`src/design/rco_pkg.sv`:
```
// Shared constants for the relay output conditioner: register map,
// field positions, reset values and timing.
// Assumes one APB clock domain at 25 MHz.
package rco_pkg;
    // ------------------------------------------------------------
    // Register byte offsets
    // ------------------------------------------------------------
    localparam logic [7:0] A_CTRL = 8'h00;
    localparam logic [7:0] A_DLY_A = 8'h04;
    localparam logic [7:0] A_DLY_B = 8'h08;
    localparam logic [7:0] A_SPD = 8'h0C;
    localparam logic [7:0] A_CAL = 8'h10;
    localparam logic [7:0] A_CODE = 8'h14;
    localparam logic [7:0] A_WAKE = 8'h18;
    localparam logic [7:0] A_STAT = 8'h1C;
    localparam logic [7:0] A_IRQS = 8'h20;
    localparam logic [7:0] A_IRQM = 8'h24;
    // ------------------------------------------------------------
    // Field positions
    // ------------------------------------------------------------
    localparam int CT_SEL_A = 0;
    localparam int CT_SEL_B = 2;
    localparam int CT_INV_A = 4;
    localparam int CT_INV_B = 5;
    localparam int CT_LMODE = 6;
    localparam int F_HI = 16;
    localparam int WK_H = 16;
    localparam int WK_M = 8;
    localparam int WK_S = 0;
    localparam int IRQ_RLA = 0;
    localparam int IRQ_LSET = 1;
    localparam int IRQ_WAKE = 2;
    localparam int IRQ_LWARN = 3;
    // ------------------------------------------------------------
    // Values after reset and limits (percent in tenths)
    // ------------------------------------------------------------
    localparam logic [9:0] RST_UNDER = 10'h0C8;
    localparam logic [9:0] RST_OVER = 10'h320;
    localparam logic [9:0] RST_TON = 10'h000;
    localparam logic [9:0] RST_TOFF = 10'h000;
    localparam logic [9:0] PCT_FULL = 10'h3E8;
    localparam logic [9:0] DLY_MAX = 10'h258;
    localparam logic [15:0] CLR_CODE = 16'h1580;
    localparam logic [15:0] WAKE_MAX = 16'hFFFF;
    // ------------------------------------------------------------
    // Timing
    // ------------------------------------------------------------
    localparam int unsigned CLK_PERIOD_NS = 40;
    localparam int unsigned TICK_NS = 1000000000;
    localparam int unsigned TICK_CYC = TICK_NS / CLK_PERIOD_NS;
    localparam int unsigned HOUR_S = 3600;
    localparam int unsigned MIN_S = 60;
endpackage : rco_pkg

```
`src/design/rco_dly_if.sv`:
```
// Link between the conditioner core and one delay stage.
// Assumes both ends run on the same clock.
`timescale 1ns/1ps
interface rco_dly_if #(parameter int W = 10);
    logic src;
    logic [W-1:0] on_dly;
    logic [W-1:0] off_dly;
    logic tick;
    logic act;
    modport ctl (output src, output on_dly, output off_dly, output tick, input act);
    modport tmr (input src, input on_dly, input off_dly, input tick, output act);
endinterface : rco_dly_if

```
`src/design/rco_top.sv`:
```
// Relay output conditioner: relay A (standard) and relay B (latching)
// with delays, speed and load comparators, clear code and wake timer.
// Assumes freq_pm, load_pm and src_ext come from logic on pclk;
// mains_ok and reset_contact_n are pins. The block sits on a
// battery-backed rail so the wake timer runs after mains loss.
`timescale 1ns/1ps
module rco_top #(
    parameter int unsigned SEC_CYC = rco_pkg::TICK_CYC,
    parameter int DW = 10
) (
    // Clock and reset
    input wire logic pclk,
    input wire logic presetn,
    // APB slave
    input wire logic [7:0] paddr,
    input wire logic psel,
    input wire logic penable,
    input wire logic pwrite,
    input wire logic [31:0] pwdata,
    output logic [31:0] prdata,
    output logic pready,
    output logic pslverr,
    // Drive state, same clock; freq_pm and load_pm in tenths of a percent
    input wire logic [DW-1:0] freq_pm,
    input wire logic [DW-1:0] load_pm,
    input wire logic [1:0] src_ext,
    // Pins
    input wire logic mains_ok,
    input wire logic reset_contact_n,
    // Relays and interrupt
    output logic relay_a,
    output logic relay_b,
    output logic relay_wake,
    output logic irq
);
    localparam int PW = $clog2(SEC_CYC + 1);

    typedef struct packed {
        logic [6:0] ctrl;
        logic [DW-1:0] ton_a, toff_a, ton_b, toff_b;
        logic [DW-1:0] thr_un, thr_ov;
        logic [4:0] wk_h;
        logic [5:0] wk_m, wk_s;
        logic [DW-1:0] cal_lf, cal_ll, cal_hf, cal_hl;
        logic [1:0] cal_v;
        logic [1:0] code_idx;
        logic latch, rly_a, rly_b, under, over, lwarn;
        logic mains_m, mains_s, mains_p, cont_m, cont_s;
        logic [15:0] wk_cnt;
        logic wk_run, wk_rly;
        logic [PW-1:0] pre;
        logic tick;
        logic [3:0] irq_st, irq_mk;
        logic irq;
        logic pready, pslverr;
        logic [31:0] prdata;
    } rco_st_t;

    rco_st_t q;
    rco_st_t d;

    rco_dly_if #(.W(DW)) a_if ();
    rco_dly_if #(.W(DW)) b_if ();

    // ------------------------------------------------------------
    // Delay stages
    // ------------------------------------------------------------
    rco_delay #(.W(DW)) u_dly_a (
        .pclk(pclk),
        .presetn(presetn),
        .dl(a_if.tmr)
    );
    rco_delay #(.W(DW)) u_dly_b (
        .pclk(pclk),
        .presetn(presetn),
        .dl(b_if.tmr)
    );

    // Source order: external, under-speed, over-speed, load warning
    logic [3:0] srcs_a;
    logic [3:0] srcs_b;
    assign srcs_a = {q.lwarn, q.over, q.under, src_ext[0]};
    assign srcs_b = {q.lwarn, q.over, q.under, src_ext[1]};
    assign a_if.src = srcs_a[q.ctrl[rco_pkg::CT_SEL_A +: 2]];
    assign b_if.src = srcs_b[q.ctrl[rco_pkg::CT_SEL_B +: 2]];
    assign a_if.on_dly = q.ton_a;
    assign a_if.off_dly = q.toff_a;
    assign b_if.on_dly = q.ton_b;
    assign b_if.off_dly = q.toff_b;
    assign a_if.tick = q.tick;
    assign b_if.tick = q.tick;

    // ------------------------------------------------------------
    // Load line and derived terms
    // ------------------------------------------------------------
    logic signed [DW:0] df, dl, fx, lx;
    logic signed [2*DW+1:0] lhs, rhs;
    logic lw_c;
    logic [21:0] wk_tgt;
    logic [15:0] wk_lim;
    logic setup, wr, hit, lmode, code_wr, code_ok;
    logic [3:0] code_exp, ev, clr;
    logic [31:0] rd;

    // Compare by cross multiplication; no divider needed
    assign df = $signed({1'b0, q.cal_hf}) - $signed({1'b0, q.cal_lf});
    assign dl = $signed({1'b0, q.cal_hl}) - $signed({1'b0, q.cal_ll});
    assign fx = $signed({1'b0, freq_pm}) - $signed({1'b0, q.cal_lf});
    assign lx = $signed({1'b0, load_pm}) - $signed({1'b0, q.cal_ll});
    assign lhs = (2*DW+2)'(lx) * (2*DW+2)'(df);
    assign rhs = (2*DW+2)'(dl) * (2*DW+2)'(fx);
    // A line with zero or reversed speed span is treated as uncalibrated
    assign lw_c = (&q.cal_v) && (df > 0) && (lhs > rhs);

    assign wk_tgt = 22'(q.wk_h) * 22'(rco_pkg::HOUR_S)
        + 22'(q.wk_m) * 22'(rco_pkg::MIN_S) + 22'(q.wk_s);
    assign wk_lim = (wk_tgt > 22'(rco_pkg::WAKE_MAX)) ? rco_pkg::WAKE_MAX
        : wk_tgt[15:0];

    assign setup = psel && !penable;
    assign wr = psel && penable && pwrite && q.pready;
    assign lmode = q.ctrl[rco_pkg::CT_LMODE];
    assign code_wr = wr && (paddr == rco_pkg::A_CODE) && lmode;
    assign code_exp = rco_pkg::CLR_CODE[{~q.code_idx, 2'b00} +: 4];
    assign code_ok = code_wr && (q.code_idx == 2'h3)
        && (pwdata[3:0] == code_exp);
    assign clr = (wr && paddr == rco_pkg::A_IRQS) ? pwdata[3:0] : 4'h0;

    function automatic logic [DW-1:0] clamp(input logic [DW-1:0] v,
                                            input logic [DW-1:0] mx);
        clamp = (v > mx) ? mx : v;
    endfunction : clamp

    // ------------------------------------------------------------
    // Read mux
    // ------------------------------------------------------------
    always_comb begin
        rd = 32'h0000_0000;
        hit = 1'b1;
        case (paddr)
            rco_pkg::A_CTRL: rd[6:0] = q.ctrl;
            rco_pkg::A_DLY_A: rd = {6'h00, q.toff_a, 6'h00, q.ton_a};
            rco_pkg::A_DLY_B: rd = {6'h00, q.toff_b, 6'h00, q.ton_b};
            rco_pkg::A_SPD: rd = {6'h00, q.thr_ov, 6'h00, q.thr_un};
            rco_pkg::A_CAL: rd[1:0] = q.cal_v;
            rco_pkg::A_CODE: rd[1:0] = q.code_idx;
            rco_pkg::A_WAKE: rd = {11'h000, q.wk_h, 2'h0, q.wk_m, 2'h0, q.wk_s};
            rco_pkg::A_STAT: rd = {q.wk_cnt, 4'h0, q.code_idx, q.cal_v, q.wk_run,
                q.wk_rly, q.lwarn, q.over, q.under, q.latch, q.rly_b, q.rly_a};
            rco_pkg::A_IRQS: rd[3:0] = q.irq_st;
            rco_pkg::A_IRQM: rd[3:0] = q.irq_mk;
            default: hit = 1'b0;
        endcase
    end

    // ------------------------------------------------------------
    // Next state
    // ------------------------------------------------------------
    always_comb begin
        d = q;
        // Pin synchronisers
        d.mains_m = mains_ok;
        d.mains_s = q.mains_m;
        d.mains_p = q.mains_s;
        d.cont_m = reset_contact_n;
        d.cont_s = q.cont_m;
        // One-second tick
        d.tick = 1'b0;
        if (q.pre >= PW'(SEC_CYC - 1)) begin
            d.pre = '0;
            d.tick = 1'b1;
        end else begin
            d.pre = q.pre + 1'b1;
        end
        // Comparators
        d.under = freq_pm < q.thr_un;
        d.over = freq_pm > q.thr_ov;
        d.lwarn = lw_c;
        // Relay A
        d.rly_a = a_if.act ^ q.ctrl[rco_pkg::CT_INV_A];
        // Relay B: contact only counts in latched mode
        if (!lmode) begin
            d.latch = b_if.act;
        end else if (b_if.act) begin
            d.latch = 1'b1;
        end else if (code_ok || !q.cont_s) begin
            d.latch = 1'b0;
        end
        d.rly_b = q.latch ^ q.ctrl[rco_pkg::CT_INV_B];
        // Clear code entry; leaving latched mode drops it
        if (!lmode) begin
            d.code_idx = 2'h0;
        end else if (code_wr) begin
            if (pwdata[3:0] == code_exp) begin
                d.code_idx = q.code_idx + 2'h1;
            end else begin
                d.code_idx = 2'h0;
            end
        end
        // Wake timer; first second may be partial
        if (q.mains_s) begin
            d.wk_run = 1'b0;
            d.wk_rly = 1'b0;
        end else if (q.mains_p) begin
            d.wk_cnt = wk_lim;
            d.wk_run = (wk_lim != 16'h0000);
            d.wk_rly = (wk_lim == 16'h0000);
        end else if (q.wk_run && q.tick) begin
            d.wk_cnt = q.wk_cnt - 16'h0001;
            if (q.wk_cnt == 16'h0001) begin
                d.wk_run = 1'b0;
                d.wk_rly = 1'b1;
            end
        end
        // Register writes
        if (wr) begin
            case (paddr)
                rco_pkg::A_CTRL: d.ctrl = pwdata[6:0];
                rco_pkg::A_DLY_A: begin
                    d.ton_a = clamp(pwdata[DW-1:0], rco_pkg::DLY_MAX);
                    d.toff_a = clamp(pwdata[rco_pkg::F_HI +: DW], rco_pkg::DLY_MAX);
                end
                rco_pkg::A_DLY_B: begin
                    d.ton_b = clamp(pwdata[DW-1:0], rco_pkg::DLY_MAX);
                    d.toff_b = clamp(pwdata[rco_pkg::F_HI +: DW], rco_pkg::DLY_MAX);
                end
                rco_pkg::A_SPD: begin
                    d.thr_un = clamp(pwdata[DW-1:0], rco_pkg::PCT_FULL);
                    d.thr_ov = clamp(pwdata[rco_pkg::F_HI +: DW], rco_pkg::PCT_FULL);
                end
                rco_pkg::A_CAL: begin
                    if (pwdata[0]) begin
                        d.cal_lf = freq_pm;
                        d.cal_ll = load_pm;
                        d.cal_v[0] = 1'b1;
                    end
                    if (pwdata[1]) begin
                        d.cal_hf = freq_pm;
                        d.cal_hl = load_pm;
                        d.cal_v[1] = 1'b1;
                    end
                end
                rco_pkg::A_WAKE: begin
                    d.wk_h = pwdata[rco_pkg::WK_H +: 5];
                    d.wk_m = pwdata[rco_pkg::WK_M +: 6];
                    d.wk_s = pwdata[rco_pkg::WK_S +: 6];
                end
                rco_pkg::A_IRQM: d.irq_mk = pwdata[3:0];
                default: d.ctrl = q.ctrl;
            endcase
        end
        // Interrupts: a new event wins over a same-cycle clear
        ev = 4'h0;
        ev[rco_pkg::IRQ_RLA] = d.rly_a != q.rly_a;
        ev[rco_pkg::IRQ_LSET] = d.latch && !q.latch;
        ev[rco_pkg::IRQ_WAKE] = d.wk_rly && !q.wk_rly;
        ev[rco_pkg::IRQ_LWARN] = d.lwarn && !q.lwarn;
        d.irq_st = (q.irq_st & ~clr) | ev;
        d.irq = |(q.irq_st & q.irq_mk);
        // APB answer one cycle after setup
        d.pready = setup;
        d.pslverr = setup && !hit;
        d.prdata = setup ? rd : 32'h0000_0000;
    end

    always_ff @(posedge pclk or negedge presetn) begin
        if (!presetn) begin
            q <= '0;
            q.ton_a <= rco_pkg::RST_TON;
            q.ton_b <= rco_pkg::RST_TON;
            q.toff_a <= rco_pkg::RST_TOFF;
            q.toff_b <= rco_pkg::RST_TOFF;
            q.thr_un <= rco_pkg::RST_UNDER;
            q.thr_ov <= rco_pkg::RST_OVER;
            q.mains_m <= 1'b1;
            q.mains_s <= 1'b1;
            q.mains_p <= 1'b1;
            q.cont_m <= 1'b1;
            q.cont_s <= 1'b1;
        end else begin
            q <= d;
        end
    end

    assign prdata = q.prdata;
    assign pready = q.pready;
    assign pslverr = q.pslverr;
    assign relay_a = q.rly_a;
    assign relay_b = q.rly_b;
    assign relay_wake = q.wk_rly;
    assign irq = q.irq;
endmodule : rco_top

```
`src/design/rco_delay.sv`:
```
// One relay delay stage: activate and de-activate delays in seconds.
// Assumes a one-cycle tick each second on the same clock.
`timescale 1ns/1ps
module rco_delay #(
    parameter int W = 10
) (
    // Clock and reset
    input wire logic pclk,
    input wire logic presetn,
    // Core side
    rco_dly_if.tmr dl
);
    typedef struct packed {
        logic act;
        logic [W-1:0] cnt;
    } rco_dly_st_t;

    rco_dly_st_t q;
    rco_dly_st_t d;
    logic [W-1:0] lim;

    // ------------------------------------------------------------
    // Delay count
    // ------------------------------------------------------------
    always_comb begin
        d = q;
        lim = dl.src ? dl.on_dly : dl.off_dly;
        if (dl.src == q.act) begin
            d.cnt = '0;
        end else if (q.cnt >= lim) begin
            d.act = dl.src;
            d.cnt = '0;
        end else if (dl.tick) begin
            d.cnt = q.cnt + 1'b1;
        end
    end

    always_ff @(posedge pclk or negedge presetn) begin
        if (!presetn) begin
            q <= '0;
        end else begin
            q <= d;
        end
    end

    assign dl.act = q.act;
endmodule : rco_delay

```
`config.mk`:
```
export PLATFORM = sky130hd
export DESIGN_NAME = rco_top
export DESIGN_NICKNAME = d
export VERILOG_FILES = /design/src/design/rco_pkg.sv /design/src/design/rco_dly_if.sv /design/src/design/rco_top.sv /design/src/design/rco_delay.sv
export SDC_FILE = /design/constraint.sdc
export NUM_CORES = 1
export LEC_CHECK = 0
export BUFFER_PORTS_ARGS = -buffer_cell sky130_fd_sc_hd__buf_2
export CAP_MARGIN = 25
export CORE_ASPECT_RATIO = 1.25
export CORE_MARGIN = 2
export CORE_UTILIZATION = 45
export CTS_CLUSTER_DIAMETER = 150
export DETAILED_ROUTE_END_ITERATION = 7
export SLEW_MARGIN = 20
export SYNTH_ARGS = -nofsm -noshare
export SYNTH_HDL_FRONTEND = slang
export SYNTH_SLANG_ARGS = --single-unit
export TNS_END_PERCENT = 5
```
`constraint.sdc`:
```
create_clock -name pclk -period 10.65 [get_ports pclk]
set_input_delay 1.065 -clock pclk [delete_from_list [all_inputs] [get_ports pclk]]
set_output_delay 1.065 -clock pclk [all_outputs]
set_load 0.02 [all_outputs]
```
==> results.cfg, run 1 <==
[run_status]
status = finished, final reports clean

[critical_path]
cp_max_fo = 6
cp.required_ns = 11.10
start_kind = primary input
r2r_start = q[102]
critPathArrivalTime_ns = 9.73
rrSetupSlack_ns = 1.61
cp_slowest_cell = xor2_1
endpoint_kind = register
r2r_cells = 32
r2r-end = q[42]
cp_slowest_stage_delay_ns = 0.56
worstSetupPathType = in -> reg

[sta]
tightest_slew_ns = 1.08
rsz0062_at_grt = false
fin_crit_sh_pct = 87.1
maxSlewViolCount = 0
clock-skew-final_ns = 0.0247
timing.fmax_mhz = 108
hold_viol = 0
final.min_clock_period_ns = 9.28
slew_headroom_pct = 27.5
tns_ns = 0
setup_viol = 0

[synthesis]
synth_top_cell_by_area = dfrtp_1
synth_top_area_share_pct = 23.1
synth-seq-cells = 246
synth_edf_count = 0
syn_area_sq_mm = 0.0254
synth_seq_area_share_pct = 24.2
syn_inst = 2740
ys_top_cells_by_area = dfrtp_1, fa_1, ha_1
ys_types = 82
synthArstFlopShare_pct = 100
syn_avg_cell_area_sq_um = 9.29
ys.flop_type = dfrtp_1
ys_warn_count = 0

[global_route]
grt_max_degree = 108
use_met3_pct = 2.22
grt_pass1_vias = 20445
grt_busiest_layer = met2
grt_util_met2_pct = 43.6
gr-usage-met1_pct = 28.8
grt_usage_pct = 23.7
grt-ovfl-total = 0
antenna_found_initial = 3
grt_pass1_wl_microns = 110000

[final_layout]
fin_area_sq_mm = 0.0276
mostFrequentLayoutCells = inv_1, fa_1, nor2_1
drive_above_1_share_pct = 10.4
final_common_cell = inv_1
num-nets-final = 3369
area_growth_pct = 8.39
fin_cells = 3561

[floorplan]
dieArea_sq_mm = 0.0585
row_count = 97
die_h_microns = 270
start_util_pct = 45.5
die_w_microns = 217
ioPinCount = 107
core_sq_mm = 0.0559

[place]
place_area_sq_mm = 0.0266
placed_cells = 3506
gp_congestion = 0.896
dpl.hpwl_microns = 54100
portBuffers = 96

[drt]
wire_per_inst_microns = 18.9
drtIter0Drc = 1022
finalWirelength_microns = 67200
drc_errors = 0
via_per_inst = 5.45
drt_first_pass_iters = 5
num_vias = 19416
ant_nets = 0

[clocking]
numCtsBuffers = 28
cts_max_level = 1
cts.sinks = 246
path_clk_slew_ns = 0.06
insertion_delay_ns = 0.58
ctsLongestPathBuffers = 3
cts_setup_buffers = 0
cts_tree = built
cts_root_buf = clkbuf_16
postCtsHoldBufs = 0
post_cts_resized = 0

[pwr]
power_density_mw_per_mm2 = 91.8
p_sw_w = 0.000800
p_int_w = 0.00173
p_seq_share_pct = 38.5
leakage_nw = 13.6
combPwrFrac_pct = 22.6
swShare_pct = 31.6
vdd_ir_drop_max_mv = 0.125
pwr-share-clk_pct = 38.8

[run]
cap_violations = 0

[worst_hold_path]
whs_path_depth = 0
worstHoldPathType = reg -> reg
whs_endpoint = d[89]
hold_start = d[90]
worst max-delay path: cells and delay by family:
family	cells	cell delay, ns
buf+inv	8	0.71
xor+xnor	1	0.56
compound gates	9	2.47
simple gates	5	0.79
fa+ha+maj	9	3.89
mux	1	0.23
how the worst max path moves through the flow:
stage          startpoint  slack, ns  depth (start not counted)  endpoint
4_1_cts        load_pm[0]       1.43                         33     q[42]
5_1_grt        load_pm[0]       0.83                         35     q[42]
6_report       load_pm[0]       1.37                         33     q[42]
3_5_place_dp   load_pm[0]       0.85                         33     q[42]
2_1_floorplan  load_pm[0]       2.09                         34     q[42]
3_3_place_gp   load_pm[0]       0.89                         33     q[42]
through the flow:
stage	total power [W]	hold WS (ns)	util [%]	setup slack [ns]
floorplan	0.00137	0.345	-	2.09
global placement	0.00155	0.347	47.5	0.894
detailed placement	0.00156	0.347	47.6	0.850
CTS	0.00255	0.356	49.2	1.43
global route	0.00266	0.363	49.3	0.832
finish	0.00253	0.355	49.3	1.37
cells by family (layout without fill, tap and decap cells):
logic type | after synthesis | in the layout | share of synthesized area, %
buffers and inverters | 537 | 613 | 8.40
adders and majority gates | 505 | 505 | 32.4
muxes | 131 | 131 | 5.65
and+or+nand+nor | 758 | 758 | 13.8
other | 1 | 4 | 0.0147
DFF | 246 | 246 | 24.2
xor gates and xnor gates | 153 | 153 | 5.27
AOI/OAI and AO/OA | 409 | 409 | 10.3
power by group through the flow:
stage | Sequential (W) | Combinational [W] | Clock, W
2_1_floorplan | 0.000983 | 0.000389 | 0
3_3_place_gp | 0.000992 | 0.000560 | 0
3_5_place_dp | 0.000992 | 0.000572 | 0
4_1_cts | 0.000975 | 0.000577 | 0.00100
5_1_grt | 0.000977 | 0.000647 | 0.00104
6_report | 0.000976 | 0.000573 | 0.000984
flip-flops by register name, summed over array words and instances (netlist names), 3 cells and up:
name,cells
b_if.off_dly,10
prdata,30
u_dly_b.q,10
a_if.off_dly,10
d,3
u_dly_a.q,10
b_if.on_dly,10
q,143
a_if.on_dly,10
layer usage:
layer	share of wire [%]	routed length, microns	up-vias
li1	-	-	9083
met5	0.045	30	-
met3	3.7	2510	135
met4	3.9	2620	4
met2	52	35200	442
met1	40	26800	9752
cell usage after synthesis (all sizes together), types with 39 or more instances:
cell type / number
fa: 255
ha: 250
xor2: 58
mux2: 80
nand3: 53
mux2i: 49
nor2: 253
dfrtp: 235
clkbuf: 67
o21ai: 127
a21oi: 94
nand2: 220
xnor2: 95
and2: 39
inv: 435
layout make-up:
type	count	area, sq um
Antenna cell	2	5.00
Clock buffer	40	786
Clock inverter	12	150
Fill cell	5278	28400
Inverter	435	1630
Multi-Input combinational cell	1958	17200
Sequential cell	246	6170
Tap cell	742	928
Timing Repair Buffer	126	747
Power figures use the tool's default switching activity.
==> run 2, diff against run 1 <==
==> constraint.sdc (replaced) <==
create_clock -name pclk -period 11.3 [get_ports pclk]
set_input_delay 1.13 -clock pclk [delete_from_list [all_inputs] [get_ports pclk]]
set_output_delay 1.13 -clock pclk [all_outputs]
set_load 0.02 [all_outputs]
==> run 2 against run 1 <==
Effect of this change:
- combinational power decreased by 5.9%
- count of clock-buffer cells in the layout decreased by 3
- clock power decreased by 2.5%
- critical path depth decreased by 1
- clock skew decreased by 0.0069 ns
- highest routed layer unchanged
==> results.cfg, run 2 (synthesized netlist as in run 1, its figures left out) <==
[critical_path]
r2r_cells = 32
cpMostUsedCell = fa_1
critPathArrivalTime_ns = 9.74
cp.required_ns = 11.72
cp_num_buf_inv = 6
worstSetupPathType = in -> reg
cp_max_fo = 5
endpoint_kind = register
cp_slowest_cell = fa_1
start_kind = primary input
rrSetupSlack_ns = 2.26
crit_family = adder cells
cp_slowest_stage_delay_ns = 0.66
worst-path-stages = 32

[final_layout]
largest_register_ffs = 143
drive_above_1_share_pct = 10.4
nFillCells = 5237
mostFrequentLayoutCells = inv_1, fa_1, nor2_1
num-nets-final = 3365
largest_register = q
area_growth_pct = 8.32
final_common_cell = inv_1

[drt]
finalWirelength_microns = 66800
drt_first_pass_iters = 5
ant_nets = 0
via_per_inst = 5.39
wire_per_inst_microns = 18.8
num_vias = 19194
drc_errors = 0
drtIter0Drc = 1054

[worst_hold_path]
whs_path_depth = 0
worstHoldPathType = reg -> reg

[floorplan]
die_w_microns = 217
start_util_pct = 45.5
dieArea_sq_mm = 0.0585
core_sq_mm = 0.0559
row_count = 97
ioPinCount = 107
die_h_microns = 270

[pwr]
swShare_pct = 31.3
p_seq_share_pct = 38.0
vdd_ir_drop_max_mv = 0.120
total_power_w = 0.00242
power_density_mw_per_mm2 = 87.7
leakage_nw = 13.6
p_sw_w = 0.000756
pwr-share-clk_pct = 39.7
p_int_w = 0.00166
combPwrFrac_pct = 22.3

[clocking]
cts_max_level = 1
cts_root_buf = clkbuf_16
cts_tree = built
cts_setup_buffers = 0
ctsLongestPathBuffers = 3
postCtsHoldBufs = 0
numCtsBuffers = 28
cts.sinks = 246
path_clk_slew_ns = 0.06
post_cts_resized = 0
insertion_delay_ns = 0.57

[place]
gp_congestion = 0.886
dpl.hpwl_microns = 53700
portBuffers = 96

[sta]
fin_crit_sh_pct = 82.5
final.min_clock_period_ns = 9.32
setup_viol = 0
clock-skew-final_ns = 0.0177
rsz0062_at_grt = false
tns_ns = 0
hold_viol = 0
maxSlewViolCount = 0
slew_headroom_pct = 30.5
timing.fmax_mhz = 107
tightest_slew_ns = 1.03

[run]
cap_violations = 0

[global_route]
grt_usage_pct = 23.6
grt_pass1_vias = 20221
grt_max_degree = 111
grt-ovfl-total = 0
grt_pass1_wl_microns = 109000
antenna_found_initial = 5

[run_status]
status = finished, final reports clean
## run 2: cell types whose count changed in the layout (fill, tap and decap cells not counted), moves of 2 or more
cell	delta
clkbuf_8	+2
buf_4	-4
inv_6	+3
clkbuf_1	-4
clkinv_2	+2
clkinvlp_4	-2
## run 2: area by class of cell
class                           instances  area, sq um  share of cell area [%]
Multi-Input combinational cell       1958        17200                    62.3
Sequential cell                       246         6170                    22.4
Inverter                              435         1630                    5.92
Tap cell                              742          928                    3.37
Clock buffer                           37          795                    2.88
Timing Repair Buffer                  122          689                    2.50
Clock inverter                         15          176                   0.640
Antenna cell                            3         7.51                  0.0272
## run 2: through the flow
step                      std cells  hold slack, ns  utilization, %  cell area (sq um)  setup WS, ns
final                          3558           0.357            49.3              27600          1.98
after global routing           3558           0.364            49.3              27600          1.24
after global placement         3500           0.347            47.4              26500          1.58
after detailed placement       3501           0.347            47.5              26600          1.45
after CTS                      3553           0.357            49.2              27500          1.99
after floorplan                2741           0.345               -              25400          2.68
## run 2: power groups by stage
stage               sequential [W]  combinational (W)  clock, W
finish                    0.000919           0.000539  0.000959
CTS                       0.000918           0.000542  0.000977
global route              0.000921           0.000613   0.00101
global placement          0.000934           0.000527         0
floorplan                 0.000926           0.000367         0
detailed placement        0.000934           0.000539         0
## run 2: final timing paths
path | start | end
max in group asynchronous | presetn | q[120]
setup reg to reg | q[102] | q[42]
setup / recovery | load_pm[0] | q[42]
hold reg to reg | d[90] | d[89]
min in group asynchronous | presetn | q[85]
hold / removal | d[90] | d[89]
## run 2: metal layers
metal	global-route usage, %	vias up	wire, microns
met5	0	-	8
met4	9.72	2	3160
met3	2.48	124	2720
met2	42.0	464	33800
met1	29.0	9543	27100
li1	-	9061	-
==> run 3, diff against run 2 <==
--- a/config.mk
+++ b/config.mk
@@ -5,6 +5,7 @@
 export SDC_FILE = /design/constraint.sdc
 export NUM_CORES = 1
 export LEC_CHECK = 0
+export ABC_AREA = 1
 export BUFFER_PORTS_ARGS = -buffer_cell sky130_fd_sc_hd__buf_2
 export CAP_MARGIN = 25
 export CORE_ASPECT_RATIO = 1.25
==> constraint.sdc (replaced) <==
create_clock -name pclk -period 9.4 [get_ports pclk]
set_input_delay 0.94 -clock pclk [delete_from_list [all_inputs] [get_ports pclk]]
set_output_delay 0.94 -clock pclk [all_outputs]
set_load 0.02 [all_outputs]
==> run 3 against run 2 <==
Effect of this change:
- highest routed layer is now met4
- area after synthesis is 1.6% higher
- largest power group unchanged
- clock skew is 0.031 ns higher
- routed wire length is 6.1% higher
- register-to-register slack worse by 1.4 ns
- critical path depth is 12 higher
==> results.cfg, run 3 <==
[run_status]
status = finished, final reports clean

[place]
dpl.hpwl_microns = 58000
gp_congestion = 0.949
portBuffers = 96

[final_layout]
regArea_sq_mm = 0.00617
mostFrequentLayoutCells = inv_1, nand2_1, nor2_1
nFillCells = 5602
largest_register = q
multi_input_area_sq_mm = 0.0168
final_common_cell = inv_1
largest_register_ffs = 143
num-nets-final = 3845
area_growth_pct = 8.33
drive_above_1_share_pct = 7.35

[synthesis]
synth_common_cells = inv_1, nand2_1, nor2_1, fa_1, ha_1
synth-seq-cells = 246
syn_avg_cell_area_sq_um = 8.07
synthArstFlopShare_pct = 100
ys.flop_type = dfrtp_1
ys_types = 65
ys_top_cells_by_area = dfrtp_1, fa_1, ha_1
synth_seq_area_share_pct = 23.9
ys_warn_count = 0
synth_top_area_share_pct = 22.7
synth_most_common_cell = inv_1
syn_inst = 3203
synth_top_cell_by_area = dfrtp_1
syn_area_sq_mm = 0.0259
synth_edf_count = 0

[sta]
hold_slack_ns = 0.218
tns_ns = 0
maxSlewViolCount = 0
setup_viol = 0
tightest_slew_ns = 0.939
slew_headroom_pct = 37.2
fin_crit_sh_pct = 92.4
rsz0062_at_grt = false
clock-skew-final_ns = 0.0483
hold_viol = 0
timing.fmax_mhz = 115
final.min_clock_period_ns = 8.68

[clocking]
postCtsHoldBufs = 0
ctsLongestPathBuffers = 3
path_clk_slew_ns = 0.06
cts.sinks = 246
post_cts_resized = 0
cts_max_level = 1
cts_tree = built
insertion_delay_ns = 0.59
cts_setup_buffers = 0
numCtsBuffers = 28
cts_root_buf = clkbuf_16

[critical_path]
cp_slowest_cell = fa_1
cp_max_fo = 4
cpMostUsedCell = nand2_1
cp.required_ns = 9.83
endpoint_kind = register
worstSetupPathType = in -> reg
start_kind = primary input
cp_slowest_stage_delay_ns = 0.54
critPathArrivalTime_ns = 9.11

[floorplan]
die_h_microns = 272
dieArea_sq_mm = 0.0594
die_w_microns = 218
core_sq_mm = 0.0570
start_util_pct = 45.4
ioPinCount = 107
row_count = 98

[global_route]
grt_max_degree = 131
antenna_found_initial = 2
grt_usage_pct = 24.5
grt_pass1_wl_microns = 115000
grt-ovfl-total = 0
grt_pass1_vias = 22027

[drt]
via_per_inst = 5.27
drtIter0Drc = 1291
finalWirelength_microns = 70900
wire_per_inst_microns = 17.5
drt_first_pass_iters = 5
ant_nets = 0
drc_errors = 0
num_vias = 21335

[pwr]
power_density_mw_per_mm2 = 104
vdd_ir_drop_max_mv = 0.126
combPwrFrac_pct = 22.5
leakage_nw = 14.7
swShare_pct = 31.7
p_seq_share_pct = 37.6
p_int_w = 0.00200
p_sw_w = 0.000925
pwr-share-clk_pct = 39.8

[run]
cap_violations = 0

[worst_hold_path]
worstHoldPathType = in -> async
## run 3: area by class of cell
| type | count | area share, % |
|---|---|---|
| Timing Repair Buffer | 116 | 2.37 |
| Clock inverter | 9 | 0.509 |
| Clock buffer | 43 | 2.99 |
| Tap cell | 750 | 3.35 |
| Multi-Input combinational cell | 2216 | 59.8 |
| Sequential cell | 246 | 22.0 |
| Inverter | 663 | 8.88 |
| Antenna cell | 3 | 0.0268 |
## run 3: layer usage
| metal | track usage (%) | up-vias | share of wire [%] |
|---|---|---|---|
| li1 | - | 10204 | - |
| met1 | 29.3 | 10455 | 40 |
| met2 | 44.8 | 540 | 52 |
| met3 | 2.22 | 136 | 4.3 |
| met4 | 9.77 | 0 | 4.4 |
| met5 | 0 | - | 0 |
## run 3: final timing paths
kind	endpoint	cells after the start	slack (ns)	startpoint
setup / recovery	q[42]	44	0.72	freq_pm[0]
hold / removal	prdata[17]	1	0.22	presetn
setup reg to reg	q[42]	42	0.85	q[132]
hold reg to reg	d[89]	0	0.36	d[90]
max in group asynchronous	prdata[28]	3	7.49	presetn
min in group pclk	d[89]	0	0.36	d[90]
## run 3: worst max-delay path: cells and delay by family
kind | cells | cell delay [ns]
buffers and inverters | 6 | 0.43
adders and majority gates | 9 | 3.85
xor gates and xnor gates | 1 | 0.20
and+or+nand+nor | 18 | 1.73
AOI/OAI and AO/OA | 10 | 1.96
## run 3: kinds of logic after synthesis
logic type | count (synthesis) | share of synthesized area, %
other | 1 | 0.0145
muxes | 15 | 0.600
AOI/OAI and AO/OA | 491 | 10.6
buffers and inverters | 742 | 11.3
adders and majority gates | 505 | 31.8
DFF | 246 | 23.9
xor gates and xnor gates | 108 | 3.76
and+or+nand+nor | 1095 | 18.0
## run 3: power groups by stage
stage               combinational (W)  clock (W)  sequential [W]
floorplan                    0.000444          0         0.00111
global placement             0.000644          0         0.00112
detailed placement           0.000660          0         0.00112
CTS                          0.000664    0.00119         0.00110
global route                 0.000751    0.00123         0.00110
finish                       0.000658    0.00116         0.00110
## run 3: through the flow
| step | area (sq um) | total power [W] | instances | worst slack [ns] | utilization (%) |
|---|---|---|---|---|---|
| global route | 28000 | 0.00309 | 4044 | 0.0129 | 49.1 |
| CTS | 28000 | 0.00295 | 4041 | 0.774 | 49.0 |
| global placement | 27000 | 0.00176 | 3989 | 0.358 | 47.3 |
| finish | 28000 | 0.00292 | 4046 | 0.718 | 49.1 |
| detailed placement | 27000 | 0.00178 | 3989 | 0.211 | 47.3 |
| floorplan | 25900 | 0.00156 | 3204 | 1.23 | - |
